--- src/rtl/lawdt_cfg.svh ---
`ifndef LAWDT_CFG_SVH
`define LAWDT_CFG_SVH

// System clock period
`define LAWDT_CLK_NS          10
// Charge and discharge phase lengths standing in for the timing capacitor
`define LAWDT_CHARGE_NS       2000
`define LAWDT_DISCHARGE_NS    2000
// Least times, rounded up to whole clock cycles
`define LAWDT_CHARGE_CYC      ((`LAWDT_CHARGE_NS + `LAWDT_CLK_NS - 1) / `LAWDT_CLK_NS)
`define LAWDT_DISCHARGE_CYC   ((`LAWDT_DISCHARGE_NS + `LAWDT_CLK_NS - 1) / `LAWDT_CLK_NS)
// Untriggered cycles before a timeout
`define LAWDT_TIMEOUT_CYCLES  3'h4
// Cycles held low after a timeout
`define LAWDT_LOW_CYCLES      3'h1

// Bit positions in the synchronised pin vector
`define LAWDT_PIN_ENABLE      0
`define LAWDT_PIN_TRIGGER     1
`define LAWDT_PIN_ADJ0        2
`define LAWDT_PIN_ADJ1        3
`define LAWDT_PIN_ACT_HIGH    4
`define LAWDT_PIN_DEACT_LOW   5
`define LAWDT_PIN_VIN_OK      6
`define LAWDT_PIN_VOUT_REL    7
`define LAWDT_PIN_VOUT_DET    8
`define LAWDT_PIN_RESET_OUT   9
`define LAWDT_PIN_COUNT       10

// Adjust pin status codes
`define LAWDT_ADJ_LOW         2'h0
`define LAWDT_ADJ_HIGH        2'h1

// Reset values
`define LAWDT_RST_WDO         1'b1
`define LAWDT_RST_COMBINED    1'b0

`endif

--- src/rtl/lawdt_pkg.sv ---
package lawdt_pkg;

	typedef enum logic [1:0] {
		LAWDT_IDLE,
		LAWDT_CHARGE,
		LAWDT_DISCHARGE
	} lawdt_phase_t;

	typedef enum logic [1:0] {
		LAWDT_MODE_UNUSED,
		LAWDT_MODE_ALWAYS,
		LAWDT_MODE_AUTO
	} lawdt_adj_mode_t;

	typedef struct packed {
		lawdt_phase_t phase;
		logic [11:0]  cnt;
		logic [2:0]   cycles;
		logic         wdo;
		logic         load_flag;
		logic         trig_prev;
		logic         mon;
		logic         combined;
	} lawdt_state_t;

	typedef struct packed {
		logic s1;
		logic s2;
		logic s3;
		logic val;
	} lawdt_sync_state_t;

endpackage

--- src/rtl/lawdt_sync.sv ---
`timescale 1ns/100ps
`default_nettype none

module lawdt_sync (
	input  wire logic clk,
	input  wire logic reset,
	input  wire logic pin_in,
	output logic      pin_out
);
	import lawdt_pkg::*;

	lawdt_sync_state_t st_reg;
	lawdt_sync_state_t st_next;

	// Three stages; value moves only once stages two and three agree
	always_comb begin
		st_next = st_reg;
		st_next.s1 = pin_in;
		st_next.s2 = st_reg.s1;
		st_next.s3 = st_reg.s2;
		if (st_reg.s2 == st_reg.s3) begin
			st_next.val = st_reg.s3;
		end
	end

	// State register
	always_ff @(posedge clk) begin
		if (reset) begin
			st_reg <= '0;
		end else begin
			st_reg <= st_next;
		end
	end

	assign pin_out = st_reg.val;

endmodule // lawdt_sync

`default_nettype wire

--- src/rtl/lawdt_top.sv ---
//Contract
// - Enable low disables watchdog, stops current detection and monitoring.
// - Enable high lets monitoring run under the other activation conditions.
// - Enable input pulled down; floating enable reads low, watchdog disabled.
// - Monitor only with enable, load flag high and output voltage released; with the adjust pin high the code monitors with the load flag low.
// - Load flag sets at activation current or above, clears at deactivation or below.
// - After deactivation, stay off until current reaches activation threshold.
// - Current detection stops while input supply is below its minimum.
// - Adjust pin: low unused, high always active, open autonomous.
// - Trigger rising edge during monitoring starts a charge phase.
// - Charge phase turns to discharge at the upper timing threshold.
// - Trigger during a cycle restarts it; watchdog output stays high.
// - Four untriggered cycles in a row drive watchdog output low.
// - Deactivation while output high clears the completed-cycle count.
// - After timeout, one low cycle, then high again and cycling resumes.
// - Deactivation while output low still holds low until cycle ends.
// - Trigger input pulled down; floating trigger reads low.
// - Triggers taken only when monitoring, output high and cycle running.
// - Combined pin is the AND of reset output and watchdog output.
`timescale 1ns/100ps
`default_nettype none
`include "lawdt_cfg.svh"

module lawdt_top #(
	parameter int CHARGE_CYC    = `LAWDT_CHARGE_CYC,
	parameter int DISCHARGE_CYC = `LAWDT_DISCHARGE_CYC
) (
	input  wire logic       clk,
	input  wire logic       reset,
	input  wire logic       watchdog_enable,
	input  wire logic       enable_pin_driven,
	input  wire logic       watchdog_trigger_input,
	input  wire logic       trigger_pin_driven,
	input  wire logic       adjust_variant,
	input  wire logic [1:0] activation_mode_adjust_pin,
	input  wire logic       activation_current_reached,
	input  wire logic       deactivation_current_reached,
	input  wire logic       input_supply_ok,
	input  wire logic       vout_at_release,
	input  wire logic       vout_at_detect,
	input  wire logic       reset_output,
	output logic            watchdog_output,
	output logic            combined_output,
	output logic            monitoring_active,
	output logic            load_current_flag,
	output lawdt_pkg::lawdt_phase_t timing_phase,
	output logic [2:0]      completed_cycles
);
	import lawdt_pkg::*;

	localparam logic [11:0] CHG_LAST = 12'(CHARGE_CYC - 1);
	localparam logic [11:0] DIS_LAST = 12'(DISCHARGE_CYC - 1);
	localparam logic [2:0]  TO_LAST  = `LAWDT_TIMEOUT_CYCLES - 3'h1;

	lawdt_state_t                st_reg;
	lawdt_state_t                st_next;
	logic [`LAWDT_PIN_COUNT-1:0] pin_raw;
	logic [`LAWDT_PIN_COUNT-1:0] pin_s;
	lawdt_adj_mode_t             adj_mode;
	logic                        enable_eff;
	logic                        activation;
	logic                        detect_en;
	logic                        monitor;
	logic                        trig_edge;
	logic                        trig_accept;
	logic                        charge_end;
	logic                        cycle_done;

	// Adjust pin status to mode; an open pin falls to autonomous
	function automatic lawdt_adj_mode_t lawdt_decode_adj(input logic [1:0] status);
		lawdt_adj_mode_t m;
		m = LAWDT_MODE_AUTO;
		if (status == `LAWDT_ADJ_LOW) begin
			m = LAWDT_MODE_UNUSED;
		end else if (status == `LAWDT_ADJ_HIGH) begin
			m = LAWDT_MODE_ALWAYS;
		end
		return m;
	endfunction

	// trigger pull-down
	// An undriven pin reads low before it reaches the synchroniser
	always_comb begin
		pin_raw = '0;
		pin_raw[`LAWDT_PIN_ENABLE]    = watchdog_enable & enable_pin_driven;
		pin_raw[`LAWDT_PIN_TRIGGER]   = watchdog_trigger_input & trigger_pin_driven;
		pin_raw[`LAWDT_PIN_ADJ0]      = activation_mode_adjust_pin[0];
		pin_raw[`LAWDT_PIN_ADJ1]      = activation_mode_adjust_pin[1];
		pin_raw[`LAWDT_PIN_ACT_HIGH]  = activation_current_reached;
		pin_raw[`LAWDT_PIN_DEACT_LOW] = deactivation_current_reached;
		pin_raw[`LAWDT_PIN_VIN_OK]    = input_supply_ok;
		pin_raw[`LAWDT_PIN_VOUT_REL]  = vout_at_release;
		pin_raw[`LAWDT_PIN_VOUT_DET]  = vout_at_detect;
		pin_raw[`LAWDT_PIN_RESET_OUT] = reset_output;
	end

	// Every pin crosses in; comparator outputs may chatter, so the agree filter helps
	genvar gi;
	generate
		for (gi = 0; gi < `LAWDT_PIN_COUNT; gi++) begin : g_sync
			lawdt_sync u_sync (
				.clk     (clk),
				.reset   (reset),
				.pin_in  (pin_raw[gi]),
				.pin_out (pin_s[gi])
			);
		end
	endgenerate

	// Mode selection and activation conditions
	always_comb begin
		adj_mode   = lawdt_decode_adj({pin_s[`LAWDT_PIN_ADJ1], pin_s[`LAWDT_PIN_ADJ0]});
		enable_eff = 1'b0;
		activation = 1'b0;
		detect_en  = 1'b0;
		if (adjust_variant) begin
			unique case (adj_mode)
				LAWDT_MODE_UNUSED: begin
					enable_eff = 1'b0;
					activation = 1'b0;
				end
				LAWDT_MODE_ALWAYS: begin
					enable_eff = 1'b1;
					activation = 1'b1;
				end
				LAWDT_MODE_AUTO: begin
					enable_eff = 1'b1;
					activation = st_reg.load_flag;
					detect_en  = pin_s[`LAWDT_PIN_VIN_OK];
				end
			endcase
		end else begin
			enable_eff = pin_s[`LAWDT_PIN_ENABLE];
			activation = st_reg.load_flag;
			detect_en  = pin_s[`LAWDT_PIN_ENABLE] & pin_s[`LAWDT_PIN_VIN_OK];
		end
		monitor = enable_eff & activation & pin_s[`LAWDT_PIN_VOUT_REL] & ~pin_s[`LAWDT_PIN_VOUT_DET];
	end

	// Timing cycle events
	always_comb begin
		trig_edge  = pin_s[`LAWDT_PIN_TRIGGER] & ~st_reg.trig_prev;
		charge_end = (st_reg.phase == LAWDT_CHARGE) && (st_reg.cnt == CHG_LAST);
		cycle_done = (st_reg.phase == LAWDT_DISCHARGE) && (st_reg.cnt == DIS_LAST);
		trig_accept = monitor & st_reg.wdo & (st_reg.phase != LAWDT_IDLE) & trig_edge;
	end

	// Next state of the watchdog
	always_comb begin
		st_next = st_reg;
		st_next.trig_prev = pin_s[`LAWDT_PIN_TRIGGER];
		st_next.mon       = monitor;

		if (!enable_eff) begin
			st_next.load_flag = 1'b0;
		end else if (detect_en) begin
			if (pin_s[`LAWDT_PIN_ACT_HIGH]) begin
				st_next.load_flag = 1'b1;
			end else if (pin_s[`LAWDT_PIN_DEACT_LOW]) begin
				st_next.load_flag = 1'b0;
			end
		end

		unique case (st_reg.phase)
			LAWDT_IDLE: begin
				st_next.cnt = 12'h000;
				if (monitor) begin
					st_next.phase = LAWDT_CHARGE;
				end
			end
			LAWDT_CHARGE: begin
				if (charge_end) begin
					st_next.cnt   = 12'h000;
					st_next.phase = LAWDT_DISCHARGE;
				end else begin
					st_next.cnt = st_reg.cnt + 12'h001;
				end
			end
			LAWDT_DISCHARGE: begin
				if (cycle_done) begin
					st_next.cnt   = 12'h000;
					st_next.phase = LAWDT_CHARGE;
					if (st_reg.wdo) begin
						if (st_reg.cycles == TO_LAST) begin
							st_next.wdo    = 1'b0;
							st_next.cycles = 3'h0;
						end else begin
							st_next.cycles = st_reg.cycles + 3'h1;
						end
					end else begin
						st_next.wdo    = 1'b1;
						st_next.cycles = 3'h0;
						if (!monitor) begin
							st_next.phase = LAWDT_IDLE;
						end
					end
				end else begin
					st_next.cnt = st_reg.cnt + 12'h001;
				end
			end
		endcase

		if (trig_accept) begin
			st_next.phase  = LAWDT_CHARGE;
			st_next.cnt    = 12'h000;
			st_next.cycles = 3'h0;
			// A trigger on the fourth cycle end beats the timeout
			st_next.wdo    = 1'b1;
		end

		if (!monitor && st_reg.wdo) begin
			st_next.phase  = LAWDT_IDLE;
			st_next.cnt    = 12'h000;
			st_next.cycles = 3'h0;
		end

		st_next.combined = pin_s[`LAWDT_PIN_RESET_OUT] & st_next.wdo;
	end

	// State register
	always_ff @(posedge clk) begin
		if (reset) begin
			st_reg           <= '0;
			st_reg.phase     <= LAWDT_IDLE;
			st_reg.wdo       <= `LAWDT_RST_WDO;
			st_reg.combined  <= `LAWDT_RST_COMBINED;
		end else begin
			st_reg <= st_next;
		end
	end

	// Outputs all from the state register
	assign watchdog_output   = st_reg.wdo;
	assign combined_output   = st_reg.combined;
	assign monitoring_active = st_reg.mon;
	assign load_current_flag = st_reg.load_flag;
	assign timing_phase      = st_reg.phase;
	assign completed_cycles  = st_reg.cycles;

	// Disabled enable never yields monitoring
	property p_disable_off;
		@(posedge clk) disable iff (reset)
		(!adjust_variant && !pin_s[`LAWDT_PIN_ENABLE]) |=> (!monitoring_active && !load_current_flag);
	endproperty
	a_disable_off: assert property (p_disable_off) else $error("monitoring while disabled");

	// Low output voltage blocks monitoring
	property p_vout_low_off;
		@(posedge clk) disable iff (reset)
		pin_s[`LAWDT_PIN_VOUT_DET] |=> !monitoring_active;
	endproperty
	a_vout_low_off: assert property (p_vout_low_off) else $error("monitoring with output voltage low");

	// Activation current sets the flag
	property p_flag_set;
		@(posedge clk) disable iff (reset)
		(enable_eff && detect_en && pin_s[`LAWDT_PIN_ACT_HIGH]) |=> load_current_flag;
	endproperty
	a_flag_set: assert property (p_flag_set) else $error("load flag not set");

	// Flag stays clear below activation
	property p_flag_hyst;
		@(posedge clk) disable iff (reset)
		(!load_current_flag && !pin_s[`LAWDT_PIN_ACT_HIGH]) |=> !load_current_flag;
	endproperty
	a_flag_hyst: assert property (p_flag_hyst) else $error("load flag set below activation");

	// Accepted trigger restarts the charge phase
	property p_trig_restart;
		@(posedge clk) disable iff (reset)
		trig_accept |=> (timing_phase == LAWDT_CHARGE && st_reg.cnt == 12'h000 && completed_cycles == 3'h0
			&& watchdog_output);
	endproperty
	a_trig_restart: assert property (p_trig_restart) else $error("trigger did not restart cycle");

	// Charge lasts its counted length then discharges
	property p_charge_len;
		@(posedge clk) disable iff (reset)
		(charge_end && !trig_accept && monitor) |=> (timing_phase == LAWDT_DISCHARGE && st_reg.cnt == 12'h000);
	endproperty
	a_charge_len: assert property (p_charge_len) else $error("charge did not end on count");

	// Fourth untriggered cycle drops the output
	property p_timeout;
		@(posedge clk) disable iff (reset)
		(cycle_done && watchdog_output && completed_cycles == 3'h3 && monitor && !trig_accept)
			|=> !watchdog_output;
	endproperty
	a_timeout: assert property (p_timeout) else $error("no timeout after four cycles");

	// Deactivation with output high clears count
	property p_deact_clear;
		@(posedge clk) disable iff (reset)
		(!monitor && watchdog_output) |=> (completed_cycles == 3'h0 && timing_phase == LAWDT_IDLE);
	endproperty
	a_deact_clear: assert property (p_deact_clear) else $error("count kept on deactivation");

	// Low phase holds through the charge and is still low at the discharge start
	property p_low_one;
		@(posedge clk) disable iff (reset)
		$fell(watchdog_output) |-> (timing_phase == LAWDT_CHARGE && !watchdog_output)
			##CHARGE_CYC (timing_phase == LAWDT_DISCHARGE && !watchdog_output);
	endproperty
	a_low_one: assert property (p_low_one) else $error("low cycle not counted");

	// Low output held until its cycle completes
	property p_low_hold;
		@(posedge clk) disable iff (reset)
		(!watchdog_output && !cycle_done) |=> !watchdog_output;
	endproperty
	a_low_hold: assert property (p_low_hold) else $error("low output released early");

	// Low output released once its cycle completes
	property p_low_release;
		@(posedge clk) disable iff (reset)
		(!watchdog_output && cycle_done) |=> watchdog_output;
	endproperty
	a_low_release: assert property (p_low_release) else $error("low output not released");

	// No trigger taken while output low; the phase count just runs on
	property p_trig_ignored;
		@(posedge clk) disable iff (reset)
		(!watchdog_output && trig_edge && !charge_end && !cycle_done && timing_phase != LAWDT_IDLE)
			|=> (timing_phase == $past(timing_phase) && st_reg.cnt == $past(st_reg.cnt) + 12'h001);
	endproperty
	a_trig_ignored: assert property (p_trig_ignored) else $error("trigger taken with output low");

	// Combined pin never high while watchdog low
	property p_combined;
		@(posedge clk) disable iff (reset)
		combined_output |-> watchdog_output;
	endproperty
	a_combined: assert property (p_combined) else $error("combined pin high with watchdog low");

endmodule // lawdt_top

`default_nettype wire
--- config.mk ---
export PLATFORM = sky130hd
export DESIGN_NAME = lawdt_top
export DESIGN_NICKNAME = d
export VERILOG_FILES = /design/src/rtl/lawdt_pkg.sv /design/src/rtl/lawdt_sync.sv /design/src/rtl/lawdt_top.sv
export VERILOG_INCLUDE_DIRS = /design/src /design/src/rtl
export SDC_FILE = /design/constraint.sdc
export NUM_CORES = 1
export LEC_CHECK = 0
export BUFFER_PORTS_ARGS = -buffer_cell sky130_fd_sc_hd__buf_2
export CAP_MARGIN = 20
export CORE_MARGIN = 2
export CORE_UTILIZATION = 50
export DETAILED_ROUTE_END_ITERATION = 10
export GPL_ROUTABILITY_DRIVEN = 0
export PLACE_DENSITY_LB_ADDON = 0.15
export REMOVE_ABC_BUFFERS = 1
export SLEW_MARGIN = 10
export SYNTH_ARGS = -nofsm -noshare
export SYNTH_HDL_FRONTEND = slang
export SYNTH_SLANG_ARGS = --single-unit
--- constraint.sdc ---
create_clock -name clk -period 2.5 [get_ports clk]
set_input_delay 0.25 -clock clk [delete_from_list [all_inputs] [get_ports clk]]
set_output_delay 0.25 -clock clk [all_outputs]
set_load 0.1 [all_outputs]
; ---- Word-level counts from Yosys, hierarchy flattened
; Index checks and enable logic that the tools add are counted.
; Widths: inputs -> output; s select.
[totals]
reg_bits = 62
in_bits = 15
output_inout_bits = 9
word_cells = 129
[classes]
addsub = 2
n_eq_ne = 23
mux = 24
bitwise = 14
reduce_logical = 17
[ops]
columns = op, count
row1 = $pmux 14 s3, 1
row2 = $mux 12, 2
row3 = $mux 17, 1
row4 = $add 12x1->12 const B, 1
row5 = $eq 12x8->1 const B, 1
row6 = $mux 2, 6
row7 = $mux 4, 3
row8 = $and 1x1->1, 11
row9 = $eq 1x1->1, 10
row10 = $ne 3x3->1 const B, 3
row11 = $mux 1, 8
row12 = $eq 2x1->1 const B, 3
row13 = $logic_not 2->1, 3
row14 = $ne 2x2->1 const B, 3
row15 = $reduce_and 3->1, 2
row16 = $reduce_or 2->1, 3
row17 = $eq 2x2->1 const B, 2
row18 = $reduce_and 2->1, 2
row19 = $reduce_bool 2->1, 2
row20 = $add 3x1->3 const B, 1
row21 = $eq 3x2->1 const B, 1
row22 = $logic_and 1x1->1, 3
row23 = $mux 3, 1
row24 = $not 1->1, 3
row25 = 4 further kinds, 4

; ---- Longest topological paths before layout
[logic_depth]
depth_word = 16
mapped_depth = 8
mapped_depth_nobuf = 7

; ---- By module
; A second synthesis with hierarchy kept.
[unflattened]
cells_unflattened = 233
area_unflattened_um2 = 2290.9
[by_module_without_submodules]
columns = module, instances, cells_each, area_per_inst_um2, seq_area_each_um2
row1 = lawdt_top, 1, 133, 1164.9, 440.4
row2 = lawdt_sync, 10, 10, 112.6, 80.1

; ---- Worst setup path after synthesis
; OpenSTA, ideal clock, no wires.
[synth_timing]
path_kind = flip-flop to flip-flop
from = register st_reg, in the netlist load_current_flag
to = register st_reg[10] in the netlist's numbering
setup_time_ps = 64
t_arrival_ps = 2264
t_required_ps = 2436
setup_slack_ps = 172
path_stages_with_launch = 6
n_path_buf = 1
synth_period_minus_slack_ps = 2328
cell_sequence = dfxtp_1 -> mux2i_1 -> o31ai_1 -> or4b_1 -> buf_2 -> nor2_1
[synth_via]
elab_chain_cells = 9
elab_cells_between_ends = 11
classes_between = mux (2) / bitwise (6) / reduce/logical (3)
[synth_lines]
columns = element, line_no
row1 = start: declaration, lawdt_top.sv:55  ; lawdt_state_t st_reg;
row2 = start signal: assignment, lawdt_top.sv:228  ; st_reg <= st_next;
row3 = $pmux 1 s3, lawdt_top.sv:117  ; unique case (adj_mode)
row4 = $mux 1 *, lawdt_top.sv:116  ; if (adjust_variant) begin
row5 = $and 1x1->1 * (3 in series), lawdt_top.sv:137  ; monitor = enable_eff & activation & pin_s[`LAWDT_PIN_VOUT_REL] & ~pin_s[`LAWDT_PIN_VOUT_DET];
row6 = $and 1x1->1 (3 in series), lawdt_top.sv:145  ; trig_accept = monitor & st_reg.wdo & (st_reg.phase != LAWDT_IDLE) & trig_edge;
row7 = $reduce_or 3->1 (no line) *, --
; Mark *: on every way between the ends. The rest lies on a longest branch, timed or not.
; A chain may end at the register's enable or synchronous reset.

; ---- Worst setup path in the final report
[layout_timing]
from = register g_sync[0].u_sync.st_reg, in the netlist g_sync[0].u_sync.pin_out
to = register st_reg[18] in the netlist's numbering
[layout_via]
elab_chain_cells = 8
elab_cells_between_ends = 10
classes_between = mux (1) / bitwise (6) / reduce/logical (3)
[layout_lines]
columns = element, line_no
row1 = start: declaration, lawdt_sync.sv:12  ; lawdt_sync_state_t st_reg;
row2 = start signal: assignment, lawdt_sync.sv:31  ; st_reg <= st_next;
row3 = $mux 1 *, lawdt_top.sv:116
row4 = $and 1x1->1 * (3 in series), lawdt_top.sv:137
row5 = $and 1x1->1 (3 in series), lawdt_top.sv:145
row6 = $reduce_or 3->1 (no line) *, --
; Marks and branches as above.

==> qor.csv <==
metric,value,unit
"Slew Viols, Final",0,
largest cells by area after synthesis,"dfxtp_1 55%, nor2b_1 8.9%, nor2_1 3.7%",
Detail Route met3 WL,120,um
Ports,24,
asr flop ratio synth,0,%
Starting Density,51.9,%
Post-Route WL,3440,um
CTS root buf,clkbuf_8,
largest net degree at the start of global routing,48,
fmax,473,MHz
Area Overhead vs Synth,13.1,%
clk_skew,0.00765,ns
critical path's most frequent cell,nor2_1,
most frequent cells after synthesis,"62 x dfxtp_1, 32 x nor2b_1, 22 x nor2_1",
Slew HR,67.9,%
share of cells above drive strength 1,16.6,%
pwr dens,722,nW/um^2
CP required,2.75,ns
max capacitance violation total,0,
Largest register FFs,20,
register area share after synthesis,54.9,%
top_reg_cell synth,dfxtp_1,
Leak,0.965,nW
Worst Tran Pin Value,0.485,ns
metal1 wirelength,1790,um
top routing layer in use,met4,
CP Buf/Inv Count,0,
GR Util All Layers,15.1,%
slowest cell on the critical path,or4b_1,
Congestion Overflow GR,0,
H-tree level count,3,
CTS tree,yes,
ant diodes,0,
setup TNS,0,ns
"Cell Area, Synth",2260,um^2
dpl cell area,2380,um^2
Detail Route met2 WL,1460,um
Die ar.,5070,um^2
fill count,382,
Tot Pwr,1.84,mW
PortBufs,23,
Worst EP arrival,2.37,ns
CTS Buf Count,9,
Hold Path Class,input pin to register,
Critical Path Sink Type,register,
status,"complete, no violations",
DP Wirelength,2270,um
ANT nets after route,0,
Core Area,4350,um^2
"Design Area, Final",2550,um^2
worst-path cell chain,nor2_1 > or3b_1 > o31ai_1 > or4b_1 > nor2_1,
first drt pass iteration count,4,
crit share post-route,84.6,%
area share of the leading cell type in the synthesized netlist,54.9,%
DRC,0,
clk slew on worst S/H paths,0.07,ns
VDD IR max,0.475,mV
placed insts,297,
final net count,276,
"Worst Path Class, Setup",register to register,
CP top delay family,simple AND/OR/NAND/NOR gates,
vias in the first global route,1389,
Synth cell types,37,
violation count after the first detailed-route iteration,126,
"flops & latches, synth",62,
critical path startpoint category,register,
Synth Warn #,0,
vias per inst,4.95,
Vias,1540,
Post-synth EDFFs,0,
Post CTS Setup Buffer Count,0,
drt wl/cell,11.1,um
RSZ-0062 raised after global routing,no,
initial antenna violation count,0,
Cell Rows,24,
Crit Path Max Fanout,12,
die span in x,71.2,um
fin cells,311,
CTS Hold Bufs,0,
Clock Sinks,62,
setup violators final,0,
Die H,71.2,um
worst skew pair latency,0.32,ns
post-layout util,58.7,%
Syn Area/Cell,9.66,um^2
post-CTS sizing,0,
Period minus WS final,2.12,ns
final hold vios,0,
"slowest stage delay, CP",0.70,ns
clk buf depth,2,
Gate Count Post-Synth,234,
"count leader, synth",dfxtp_1,
first-pass GRT wire length,5920,um
largest area contributor in the netlist,dfxtp_1,
## routing by layer
layer  up-vias  GRT usage, %
met5         -             0
met4         0          8.81
met3         7          5.49
met2        26          21.7
met1       685          19.4
li1        822             -
## logic make-up (layout without fill, tap and decap cells)
family | Yosys count | count (layout) | share of synthesized area [%]
DFF | 62 | 62 | 54.9
xor gates and xnor gates | 10 | 10 | 3.88
muxes | 2 | 2 | 0.941
and+or+nand+nor | 100 | 100 | 24.4
AOI/OAI and AO/OA | 37 | 37 | 9.19
adders and majority gates | 5 | 5 | 2.77
buffers and inverters | 18 | 43 | 3.88
## layout make-up
class	count	area, um^2	share of cell area (%)
Clock buffer	9	124	4.85
Multi-Input combinational cell	154	931	36.4
Timing Repair Buffer	24	123	4.80
Tap cell	52	65.1	2.55
Inverter	5	18.8	0.735
Sequential cell	62	1240	48.6
Clock inverter	5	52.6	2.06
## metrics by stage
| step | hold slack [ns] | setup WS [ns] |
|---|---|---|
| after floorplan | 0.319 | 0.159 |
| after global placement | 0.416 | 0.487 |
| after detailed placement | 0.420 | 0.408 |
| after CTS | 0.120 | 0.367 |
| after global routing | 0.124 | 0.197 |
| final | 0.130 | 0.385 |
## worst register-to-register path, stage by stage (launching register included)
cell,delay [ns]
dfxtp_1,0.36
nor2_1,0.07
or3b_1,0.42
o31ai_1,0.31
or4b_1,0.70
nor2_1,0.19
## report_power, final
part	switching, mW	internal [mW]
combinational	0.0185	0.0203
sequential	0.00605	1.01
clock	0.350	0.443
## layout by cell type, fill, tap and decap left out, drive strengths merged, types with 2 or more instances in the layout
cell type,netlist,final
or4b,3,3
inv,5,5
nand3,9,9
nor2,22,22
xnor2,3,3
nand4,4,4
a21oi,15,15
clkinv,0,3
buf,6,24
nand3b,2,2
nand2,17,17
a21o,2,2
o21ai,14,14
and3,2,2
clkbuf,7,9
xor2,7,7
nand2b,2,2
nor2b,32,32
ha,5,5
dfxtp,62,62
## path summary, 6_finish.rpt
kind / startpoint / end / slack (ns) / cells past startpoint
worst min register to register: g_sync[7].u_sync.st_next[2]$_SDFF_PP0_ / g_sync[7].u_sync.st_next[1]$_SDFF_PP0_ / 0.44 / 1
worst max-delay path: g_sync[0].u_sync.pin_out$_SDFFE_PP0N_ / st_reg[18]$_SDFF_PP0_ / 0.38 / 5
worst max register to register: g_sync[0].u_sync.pin_out$_SDFFE_PP0N_ / st_reg[18]$_SDFF_PP0_ / 0.38 / 5
worst min-delay path: input_supply_ok / g_sync[6].u_sync.st_next[2]$_SDFF_PP0_ / 0.13 / 2
Power figures use the tool's default switching activity.
